### src/itm_defines.vh
// Register map, field positions and reset values for the interval timer block
`ifndef ITM_DEFINES_VH
`define ITM_DEFINES_VH
// Register offsets (byte addresses, 8-bit data on a plain port)
`define ITM_ADDR_W 4
`define ITM_OFS_MODE0 4'h0
`define ITM_OFS_RUN0 4'h1
`define ITM_OFS_OUT0 4'h2
`define ITM_OFS_CMP0 4'h3
`define ITM_OFS_MODE1 4'h4
`define ITM_OFS_RUN1 4'h5
`define ITM_OFS_OUT1 4'h6
`define ITM_OFS_CMP1 4'h7
`define ITM_OFS_IRQ_STAT 4'h8
`define ITM_OFS_IRQ_MASK 4'h9
`define ITM_OFS_COUNT0 4'hA
`define ITM_OFS_COUNT1 4'hB
// Mode control fields
`define ITM_FN_MSB 3
`define ITM_FN_LSB 0
`define ITM_CKS_MSB 6
`define ITM_CKS_LSB 4
`define ITM_MATCH_IRQ_ALLOW 7
`define ITM_FN_ONESHOT 4'h0
`define ITM_FN_CONTINUOUS 4'h1
// Run/irq control fields
`define ITM_RUN_BIT 7
`define ITM_IRQ_ALLOW 5
`define ITM_FLAG_BIT 2
// Shared output control fields
`define ITM_WAVE_BIT 6
// Reset values
`define ITM_RST_BYTE 8'h00
`define ITM_RST_CNT 8'h00
// Prescaler: count clock select 0..7 gives clk / 2^sel
`define ITM_PRESC_W 8
`endif

### src/itm_prescaler.v
// Free-running prescaler that makes the count clock enable pulses
`timescale 1ns/10ps
`include "itm_defines.vh"
module itm_prescaler #(
  parameter WIDTH = `ITM_PRESC_W
)
(
  input wire clk,
  input wire rst_n,
  output reg [WIDTH-1:0] taps
);
  // ***********************************************
  // Divider chain
  // ***********************************************
  reg [WIDTH-1:0] div;
  reg [WIDTH-1:0] div_prev;
  always @(posedge clk or negedge rst_n)
  begin
    if (!rst_n)
    begin
      div <= {WIDTH{1'b0}};
      div_prev <= {WIDTH{1'b0}};
      taps <= {WIDTH{1'b0}};
    end
    else
    begin
      div <= div + {{(WIDTH-1){1'b0}}, 1'b1};
      div_prev <= div;
      // Bit 0 of taps: every cycle; others: rising edge of divider bit
      taps <= {(div[WIDTH-2:0] & ~div_prev[WIDTH-2:0]), 1'b1};
    end
  end
endmodule // itm_prescaler

### src/itm_half.v
// One 8-bit interval timer half: counter, compare latch, wave output
`timescale 1ns/10ps
`include "itm_defines.vh"
module itm_half #(
  parameter CW = 8
)
(
  input wire clk,
  input wire rst_n,
  input wire tick,
  input wire [3:0] function_sel,
  input wire run_bit,
  input wire start,
  input wire [CW-1:0] compare_data,
  output reg [CW-1:0] count,
  output reg [CW-1:0] cmp_latch,
  output reg wave_out,
  output wire match,
  output wire stop_req
);
  wire continuous;
  wire counting;
  assign continuous = (function_sel == `ITM_FN_CONTINUOUS);
  assign counting = run_bit && !start;
  assign match = counting && tick && (count == cmp_latch);
  // One-shot clears its own run bit on match
  assign stop_req = match && !continuous;
  // ***********************************************
  // Counter and compare latch
  // ***********************************************
  always @(posedge clk or negedge rst_n)
  begin
    if (!rst_n)
    begin
      count <= `ITM_RST_CNT;
      cmp_latch <= `ITM_RST_CNT;
      wave_out <= 1'b0;
    end
    else
    begin
      if (start)
      begin
        count <= {CW{1'b0}};
        cmp_latch <= compare_data;
      end
      else if (match)
      begin
        wave_out <= ~wave_out;
        if (continuous)
        begin
          count <= {CW{1'b0}};
          cmp_latch <= compare_data;
        end
      end
      else if (counting && tick)
      begin
        count <= count + {{(CW-1){1'b0}}, 1'b1};
      end
      // Wave keeps its level when stopped
    end
  end
endmodule // itm_half

### src/itm_timer.v
// Two-channel 8-bit interval timer, one-shot and continuous modes
// Operation
// - function field 0000 one-shot, 0001 continuous
// - run write starts count from zero
// - match when count equals latched compare
// - one-shot match: toggle, flag, clear run
// - continuous match: toggle, flag, restart zero
// - one-shot latches compare only at start
// - continuous latches at start and match
// - output holds last level when stopped
`timescale 1ns/10ps
`include "itm_defines.vh"
module itm_timer #(
  parameter NCH = 2,
  parameter CW = 8
)
(
  input wire clk,
  input wire rst_n,
  input wire [`ITM_ADDR_W-1:0] addr,
  input wire [7:0] wdata,
  input wire wr,
  input wire rd,
  output reg [7:0] rdata,
  output wire [NCH-1:0] wave_out,
  output wire irq
);
  // ***********************************************
  // Register storage
  // ***********************************************
  reg [7:0] mode_ctl [0:NCH-1];
  reg [7:0] cmp_data [0:NCH-1];
  reg [NCH-1:0] run_bit;
  reg [NCH-1:0] irq_allow;
  reg [NCH-1:0] flag;
  reg [NCH-1:0] irq_mask;
  wire [`ITM_PRESC_W-1:0] taps;
  wire [NCH-1:0] match;
  wire [NCH-1:0] stop_req;
  wire [NCH-1:0] start;
  wire [CW-1:0] count [0:NCH-1];
  wire [CW-1:0] cmp_latch [0:NCH-1];

  function [3:0] ofs_of;
    input [1:0] kind;
    input integer ch;
    begin
      ofs_of = 4'h0;
      case (kind)
        2'h0: ofs_of = (ch == 0) ? `ITM_OFS_MODE0 : `ITM_OFS_MODE1;
        2'h1: ofs_of = (ch == 0) ? `ITM_OFS_RUN0 : `ITM_OFS_RUN1;
        2'h2: ofs_of = (ch == 0) ? `ITM_OFS_OUT0 : `ITM_OFS_OUT1;
        default: ofs_of = (ch == 0) ? `ITM_OFS_CMP0 : `ITM_OFS_CMP1;
      endcase
    end
  endfunction

  itm_prescaler #(
    .WIDTH(`ITM_PRESC_W)
  ) u_presc (
    .clk(clk),
    .rst_n(rst_n),
    .taps(taps)
  );

  // ***********************************************
  // Per-channel control
  // ***********************************************
  genvar g;
  generate
    for (g = 0; g < NCH; g = g + 1)
    begin : g_ch
      wire run_wr;
      wire tick;
      wire [3:0] fn;
      reg start_pend;
      assign fn = mode_ctl[g][`ITM_FN_MSB:`ITM_FN_LSB];
      assign tick = taps[mode_ctl[g][`ITM_CKS_MSB:`ITM_CKS_LSB]];
      assign run_wr = wr && (addr == ofs_of(2'h1, g));
      // Start is taken on the first tick after the run bit rises
      assign start[g] = start_pend && tick;
      always @(posedge clk or negedge rst_n)
      begin
        if (!rst_n)
        begin
          mode_ctl[g] <= `ITM_RST_BYTE;
          cmp_data[g] <= `ITM_RST_BYTE;
          run_bit[g] <= 1'b0;
          irq_allow[g] <= 1'b0;
          flag[g] <= 1'b0;
          start_pend <= 1'b0;
        end
        else
        begin
          if (wr && addr == ofs_of(2'h0, g))
          begin
            mode_ctl[g] <= wdata;
          end
          // leaves zero data to software; stored as written
          if (wr && addr == ofs_of(2'h3, g))
          begin
            cmp_data[g] <= wdata;
          end
          if (run_wr)
          begin
            irq_allow[g] <= wdata[`ITM_IRQ_ALLOW];
          end
          // Hardware stop wins over a same-cycle write
          if (stop_req[g])
          begin
            run_bit[g] <= 1'b0;
          end
          else if (run_wr)
          begin
            run_bit[g] <= wdata[`ITM_RUN_BIT];
          end
          if (stop_req[g])
          begin
            start_pend <= 1'b0;
          end
          else if (run_wr && wdata[`ITM_RUN_BIT] && !run_bit[g])
          begin
            start_pend <= 1'b1;
          end
          else if (start[g] || (run_wr && !wdata[`ITM_RUN_BIT]))
          begin
            start_pend <= 1'b0;
          end
          // Set wins over software clear of the flag
          if (match[g])
          begin
            flag[g] <= 1'b1;
          end
          else if (run_wr && !wdata[`ITM_FLAG_BIT])
          begin
            flag[g] <= 1'b0;
          end
          else if (wr && addr == `ITM_OFS_IRQ_STAT && wdata[g])
          begin
            flag[g] <= 1'b0;
          end
        end
      end
      itm_half #(
        .CW(CW)
      ) u_half (
        .clk(clk),
        .rst_n(rst_n),
        .tick(tick),
        .function_sel(fn),
        .run_bit(run_bit[g] && !start_pend),
        .start(start[g]),
        .compare_data(cmp_data[g][CW-1:0]),
        .count(count[g]),
        .cmp_latch(cmp_latch[g]),
        .wave_out(wave_out[g]),
        .match(match[g]),
        .stop_req(stop_req[g])
      );
    end
  endgenerate

  // ***********************************************
  // Interrupt
  // ***********************************************
  wire [NCH-1:0] allow;
  generate
    for (g = 0; g < NCH; g = g + 1)
    begin : g_allow
      assign allow[g] = irq_allow[g] && mode_ctl[g][`ITM_MATCH_IRQ_ALLOW];
    end
  endgenerate
  assign irq = |(flag & irq_mask & allow);

  always @(posedge clk or negedge rst_n)
  begin
    if (!rst_n)
    begin
      irq_mask <= {NCH{1'b0}};
    end
    else if (wr && addr == `ITM_OFS_IRQ_MASK)
    begin
      irq_mask <= wdata[NCH-1:0];
    end
  end

  // ***********************************************
  // Read port, data one cycle after the strobe
  // ***********************************************
  reg [7:0] next_rdata;
  integer i;
  always @*
  begin
    next_rdata = 8'h00;
    for (i = 0; i < NCH; i = i + 1)
    begin
      if (addr == ofs_of(2'h0, i))
        next_rdata = mode_ctl[i];
      if (addr == ofs_of(2'h1, i))
      begin
        next_rdata[`ITM_RUN_BIT] = run_bit[i];
        next_rdata[`ITM_IRQ_ALLOW] = irq_allow[i];
        next_rdata[`ITM_FLAG_BIT] = flag[i];
      end
      if (addr == ofs_of(2'h2, i))
        next_rdata[`ITM_WAVE_BIT] = wave_out[i];
      if (addr == ofs_of(2'h3, i))
        next_rdata = cmp_data[i];
    end
    if (addr == `ITM_OFS_IRQ_STAT)
      next_rdata[NCH-1:0] = flag;
    if (addr == `ITM_OFS_IRQ_MASK)
      next_rdata[NCH-1:0] = irq_mask;
    if (addr == `ITM_OFS_COUNT0)
      next_rdata = count[0];
    if (addr == `ITM_OFS_COUNT1)
      next_rdata = count[1];
  end

  always @(posedge clk or negedge rst_n)
  begin
    if (!rst_n)
    begin
      rdata <= `ITM_RST_BYTE;
    end
    else if (rd)
    begin
      rdata <= next_rdata;
    end
    else
    begin
      rdata <= `ITM_RST_BYTE;
    end
  end
endmodule // itm_timer

### config.mk
export PLATFORM = sky130hd
export DESIGN_NAME = itm_timer
export DESIGN_NICKNAME = d
export VERILOG_FILES = /design/src/itm_prescaler.v /design/src/itm_half.v /design/src/itm_timer.v
export VERILOG_INCLUDE_DIRS = /design/src
export SDC_FILE = /design/constraint.sdc
export NUM_CORES = 1
export LEC_CHECK = 0
export BUFFER_PORTS_ARGS = -buffer_cell sky130_fd_sc_hd__buf_2
export CAP_MARGIN = 20
export CORE_MARGIN = 5
export CORE_UTILIZATION = 60
export CTS_CLUSTER_DIAMETER = 30
export DETAILED_ROUTE_END_ITERATION = 12
export PLACE_DENSITY = 0.78
export SYNTH_ARGS = -nofsm -noshare
export SYNTH_HDL_FRONTEND = slang
export SYNTH_SLANG_ARGS = --single-unit
export TNS_END_PERCENT = 5
### constraint.sdc
create_clock -name clk -period 3.87 [get_ports clk]
set_input_delay 0.1935 -clock clk [delete_from_list [all_inputs] [get_ports clk]]
set_output_delay 0.1935 -clock clk [all_outputs]
set_load 0.05 [all_outputs]
# Yosys cells after proc, flatten, opt, wreduce, memory -nomap -nowiden
# Index checks and enable logic that the tools add are counted.
[totals]
word_cells = 168
inputBits = 16
regBits = 107
[op_classes]
addsub = 3
n_mux = 51
n_eq_ne = 17
reduce_logical = 64
magnitude_cmp = 2
bitwise = 8
[ops]
columns = ["cell", "n"]
rows = [
  ["8-bit two-way mux", 21],
  ["1-bit logical AND", 32],
  ["1-bit two-way mux", 26],
  ["8-bit by 1-bit adder with 8-bit output, second input constant", 3],
  ["3-bit nonzero test", 6],
  ["4-bit by 3-bit equality test with 1-bit output, second input constant", 4],
  ["4-bit equality test, second input constant", 4],
  ["8-bit equality test", 2],
  ["4-bit by 1-bit equality test with 1-bit output, second input constant", 3],
  ["2-bit AND reduction", 6],
  ["2-bit nonzero test", 6],
  ["1-bit zero test", 10],
  ["4-bit by 2-bit equality test with 1-bit output, second input constant", 2],
  ["3-bit by 4-bit < comparator with 1-bit output, second input constant", 2],
  ["7-bit bitwise AND", 1],
  ["7-bit inverter", 1],
  ["1-bit binary-select mux with 3-bit select", 2],
  ["3-bit by 2-bit != test with 1-bit output, second input constant", 2],
  ["2-bit bitwise AND", 2],
  ["4-bit zero test", 1],
  ["2-bit two-way mux", 2],
  ["1-bit inverter", 4],
  ["1-bit logical OR", 2],
  ["2-bit OR reduction", 1],
]

# Depth between registers and ports, before layout
[logic_depth]
ltp_word = 12
depth_mapped = 7
ltp_nobuf = 5

# By module
# Synthesis repeated with hierarchy kept, for this count alone.
[unflattened]
hier_cells = 482
area_unflattened_um2 = 5479.0
[by_module_without_submodules]
columns = ["mod", "seq_area_each_um2", "area_per_inst_um2", "cells_each", "n_inst"]
rows = [
  ["itm_timer", 1251.2, 2693.8, 244, 1],
  ["itm_half", 425.4, 1046.0, 98, 2],
  ["itm_prescaler", 550.5, 693.2, 42, 1],
]

# Least setup slack after synthesis
# Ideal clock, no wire load.
[synth_timing]
path_kind = "register to register"
start = "reg mode_ctl[12] (netlist bit)"
end = "reg g_ch[0].u_half.cmp_latch[4]"
t_required_ps = 3745
stages_incl_launch_ff = 6
arrival_ps = 1803
setup_ps = 125
path_buffers = 1
setup_slack_ps = 1942
path_cell_list = "dfrtp_1 > mux4_2 > mux2_4 > o21a_4 > buf_6 > mux2_4"
[synth_between]
elab_chain_cells = 9
[synth_lines]
columns = ["element", "line", "text"]
rows = [
  ["from (decl)", "itm_timer.v:31", "reg [7:0] mode_ctl [0:NCH-1];"],
  ["from (signal, indexed assignment)", "itm_timer.v:86", "mode_ctl[g] <= `ITM_RST_BYTE;"],
  ["from (signal, indexed assignment)", "itm_timer.v:97", "mode_ctl[g] <= wdata;"],
  ["1-bit binary-select mux with 3-bit select (*)", "itm_timer.v:78", "assign tick = taps[mode_ctl[g][`ITM_CKS_MSB:`ITM_CKS_LSB]];"],
  ["1-bit two-way mux (*)", "itm_timer.v:78", ""],
  ["1-bit logical AND", "itm_timer.v:81", "assign start[g] = start_pend && tick;"],
  ["1-bit zero test", "itm_half.v:24", "assign counting = run_bit && !start;"],
  ["1-bit logical AND", "itm_half.v:24", ""],
  ["1-bit logical AND (2 in a row)", "itm_half.v:25", "assign match = counting && tick && (count == cmp_latch);"],
  ["2-bit nonzero test (no source line)", "-", ""],
  ["2-bit AND reduction (no source line)", "-", ""],
  ["to (signal assigned)", "itm_half.v:36", "cmp_latch <= `ITM_RST_CNT;"],
  ["to (signal assigned)", "itm_half.v:44", "cmp_latch <= compare_data;"],
  ["to (signal assigned)", "itm_half.v:52", "cmp_latch <= compare_data;"],
  ["to (decl)", "itm_half.v:16", "output reg [CW-1:0] cmp_latch,"],
]
# Every way passes the cells marked *; elsewhere a longest branch is shown, timed or not. The select of a mux whose other input is x is not followed.
# A chain may end at the register's enable or synchronous reset.

# Worst setup path in the final report
[layout_timing]
start = "reg mode_ctl (netlist bit g_ch[0].fn[3])"
end = "reg g_ch[0].u_half.cmp_latch[3]"
[layout_between]
elab_chain_cells = 3
[layout_lines]
columns = ["element"]
rows = [
  ["4-bit by 1-bit equality test with 1-bit output (no source line)"],
  ["2-bit nonzero test (no source line)"],
  ["2-bit AND reduction (no source line)"],
]
# Every way passes these cells.

==> reports/qor.csv <==
metric,value,unit
cts_root_buffer,clkbuf_8,
critical_setup_path_class,reg2reg,
irDropWorstVdd,441,µV
synth_fp_nets,454,
detail_route.iter0.violations,441,
hold_violations,0,
antenna_found_initial,0,
outcome,"complete, no violations",
max_slew.worst_pin.slew,0.995,ns
pre_cts_slack,1.49,ns
element_type_at_the_critical_path_end,flip-flop,
first_global_vias,3716,
setup_slack,1.61,ns
die_h,102,µm
timing.hold.worst.class,in2reg,
count_of_endpoints_failing_setup_in_the_final_report,0,
setup_tns,0,ns
timing.critical_path.slowest_stage_cell,nor4b_1,
path_max_fanout,14,
finish.instance_area,5530,µm²
timing.critical_path.slowest_cell_delay,0.69,ns
fin_nets,476,
seqPwrFrac,50.9,%
p_comb_share,28.0,%
die_x,102,µm
synth_enable_flop_cells,0,
effective_utilization_at_floorplan,62.0,%
p_sw,1.19,mW
final.period_utilization,58.5,%
drt.antenna.violating_nets,0,
dpl.hpwl,8240,µm
firstDrtPassIters,5,
cts_resized,0,
area_growth_from_synthesis_to_layout,8.04,%
clock_tree_from_tritoncts,yes,
largest_net_degree_at_the_start_of_global_routing,83,
drt_drc_violations_left,0,
clock_skews,0.0143,ns
placedInstanceArea,5300,µm²
max-slew-margin-rel,33.1,%
fill_cells,618,
vias_per_cell,6.44,
fin_total_pwr,3.22,mW
ys_async_rst_share,100,%
cts-buffers-inserted,9,
cp_cell_sequence,nor4b_1 -> nand2_1 -> nor4_1 -> o21a_4 -> mux2_1,
final_layout_size_suffix_gt1_share,21.6,%
ys_warn_count,0,
area_occupied_by_multi_input_gates,2360,µm²
synth.yosys.seq_area_share,51.8,%
h-tree-depth,3,
cellPowerDensity,581,nW/µm²
overflow_after_grt,0,
syn-instance-count,435,
rows,33,
n_antenna_cell,0,
static-leakage-power,2.39,nW
setup_repair_after_global_routing_missed_its_margin,false,
avgRoutedWirePerCell,20.6,µm
clock_latency,0.38,ns
clock_power_share,21.1,%
power.internal,2.02,mW
max-cap-violations,0,
place_congestion,0.953,
die-area,10500,µm²
finalWorstPathRequiredPeriod,2.26,ns
routed_wl,11700,µm
synth.cell_area,5120,µm²
place.port_buffers,26,
timing.critical_path.arrival,2.53,ns
grt_first_pass_wirelength,19400,µm
core_area,8260,µm²
yosys.cell_types.count,57,
cts.sinks,106,
dominantRegCellSynth,dfrtp_1,
postSynthAreaPerCell,11.8,µm²
maxClockFrequency,442,MHz
sw_frac_of_total,37.1,%
area.sequential,2650,µm²
cts_buffer_depth,2,
io_pins,27,
setup.worst_path.start_class,flip-flop,
critical_path_required,4.14,ns
track_usage,24.4,%
synth.ff_latch_count,106,
routed-via-count,3652,
maxSlewViolCount,0,
clk_pin_slew,0.11,ns
## layout by cell type, fill, tap and decap left out, drive strengths merged, types with 6 or more instances in the layout
| cell type | netlist | routed |
|---|---|---|
| mux2i | 12 | 12 |
| nor2 | 19 | 19 |
| clkbuf | 9 | 10 |
| a21oi | 21 | 21 |
| o21ai | 21 | 21 |
| nand3 | 16 | 16 |
| nand2 | 22 | 22 |
| mux4 | 6 | 6 |
| or3 | 15 | 15 |
| dfrtp | 106 | 106 |
| mux2 | 57 | 57 |
| xnor2 | 19 | 19 |
| inv | 4 | 9 |
| buf | 10 | 28 |
| nand4 | 11 | 11 |
| nor2b | 10 | 10 |
## final timing paths
| check | start | end | slack (ns) | depth (start not counted) |
|---|---|---|---|---|
| worst min-delay path | rd | rdata[5]$_DFF_PN0_ | 0.13 | 3 |
| worst max register to register | g_ch[0].fn[3]$_DFFE_PN0P_ | g_ch[0].u_half.cmp_latch[3]$_DFFE_PN0P_ | 1.61 | 5 |
| min in group asynchronous | rst_n | u_presc.div_prev[4]$_DFF_PN0_ | 0.30 | 2 |
| worst max-delay path | g_ch[0].fn[3]$_DFFE_PN0P_ | g_ch[0].u_half.cmp_latch[3]$_DFFE_PN0P_ | 1.61 | 5 |
| worst min register to register | u_presc.div_prev[0]$_DFF_PN0_ | u_presc.taps[1]$_DFF_PN0_ | 0.39 | 1 |
| max in group asynchronous | rst_n | g_ch[1].u_half.cmp_latch[2]$_DFFE_PN0P_ | 2.84 | 3 |
## through the flow
step           hold slack, ns  cells  util [%]
3_5_place_dp            0.377    548      64.1
3_3_place_gp            0.378    548      64.1
2_1_floorplan          -0.102    435         -
4_1_cts               0.00777    564      66.4
5_1_grt                 0.124    567      67.0
6_report                0.125    567      67.0
## sequential cells by signal, indices dropped and copies added, names as in the netlist
signal and count:
cmp_data 16, flag 2, g_ch.fn 8, g_ch.start_pend 2
g_ch.u_half.cmp_latch 16, g_ch.u_half.count 16, g_ch.u_half.wave_out 2, irq_allow 2
irq_mask 2, mode_ctl 8, rdata 8, run_bit 2
u_presc.div 7, u_presc.div_prev 7, u_presc.taps 8
## routing by layer
layer | GRT usage, % | vias up | wire length, µm | share of wire [%]
met1 | 34.4 | 1821 | 4870 | 42
met5 | 0 | - | 0 | 0
met4 | 9.49 | 0 | 420 | 3.6
li1 | - | 1642 | - | -
met2 | 38.6 | 153 | 5600 | 48
met3 | 3.82 | 36 | 757 | 6.5
## Yosys cell counts (6+ instances only)
cell | n | area [µm²]
dfrtp_1 | 106 | 2650
mux2_2 | 32 | 360
nand2_1 | 22 | 82.6
a21oi_1 | 21 | 105
xnor2_1 | 19 | 166
nor2_1 | 17 | 63.8
mux2_1 | 16 | 180
nand3_1 | 16 | 80.1
o21ai_0 | 15 | 75.1
or3_1 | 15 | 93.8
mux2i_1 | 11 | 110
nand4_1 | 11 | 68.8
nor2b_1 | 10 | 62.6
clkbuf_1 | 9 | 33.8
mux2_4 | 9 | 135
mux4_2 | 6 | 135
o21ai_1 | 6 | 30.0
## power groups by stage
stage | clock (mW) | combinational (mW) | sequential (mW)
6_report | 0.679 | 0.900 | 1.64
5_1_grt | 0.734 | 0.993 | 1.66
4_1_cts | 0.687 | 0.883 | 1.63
3_5_place_dp | 0 | 0.880 | 1.65
3_3_place_gp | 0 | 0.847 | 1.64
2_1_floorplan | 0 | 0.706 | 1.56
## cell type report
| type | instances | share of cell area (%) |
|---|---|---|
| Sequential cell | 106 | 48.0 |
| Clock buffer | 9 | 2.24 |
| Inverter | 4 | 0.271 |
| Timing Repair Buffer | 30 | 3.35 |
| Clock inverter | 7 | 1.22 |
| Multi-Input combinational cell | 306 | 42.6 |
| Tap cell | 105 | 2.38 |
## cells by family (layout without fill, tap and decap cells)
kind of cell,count (synthesis),in the layout,synth area share [%]
multiplexers,75,75,18.3
other,1,1,0.0732
adder cells (fa/ha/maj),3,3,0.733
flip-flops,106,106,51.8
buffers and inverters,23,50,2.17
AND/OR/NAND/NOR,128,128,13.7
XOR/XNOR,23,23,3.93
AO/OA/AOI/OAI,76,76,9.36
## critical path: cells and delay by family, from the launching register on
family / cells / cell delay (ns)
mux: 1 / 0.35
flops: 1 / 0.42
simple gates: 3 / 1.06
compound gates: 1 / 0.31
## repair_timing
action / 4_1_cts / 5_1_grt
buffers inserted: 0 / 0
endpoints found under the hold margin: 0 / 32
hold buffers: 0 / 1
Power figures use the tool's default switching activity.
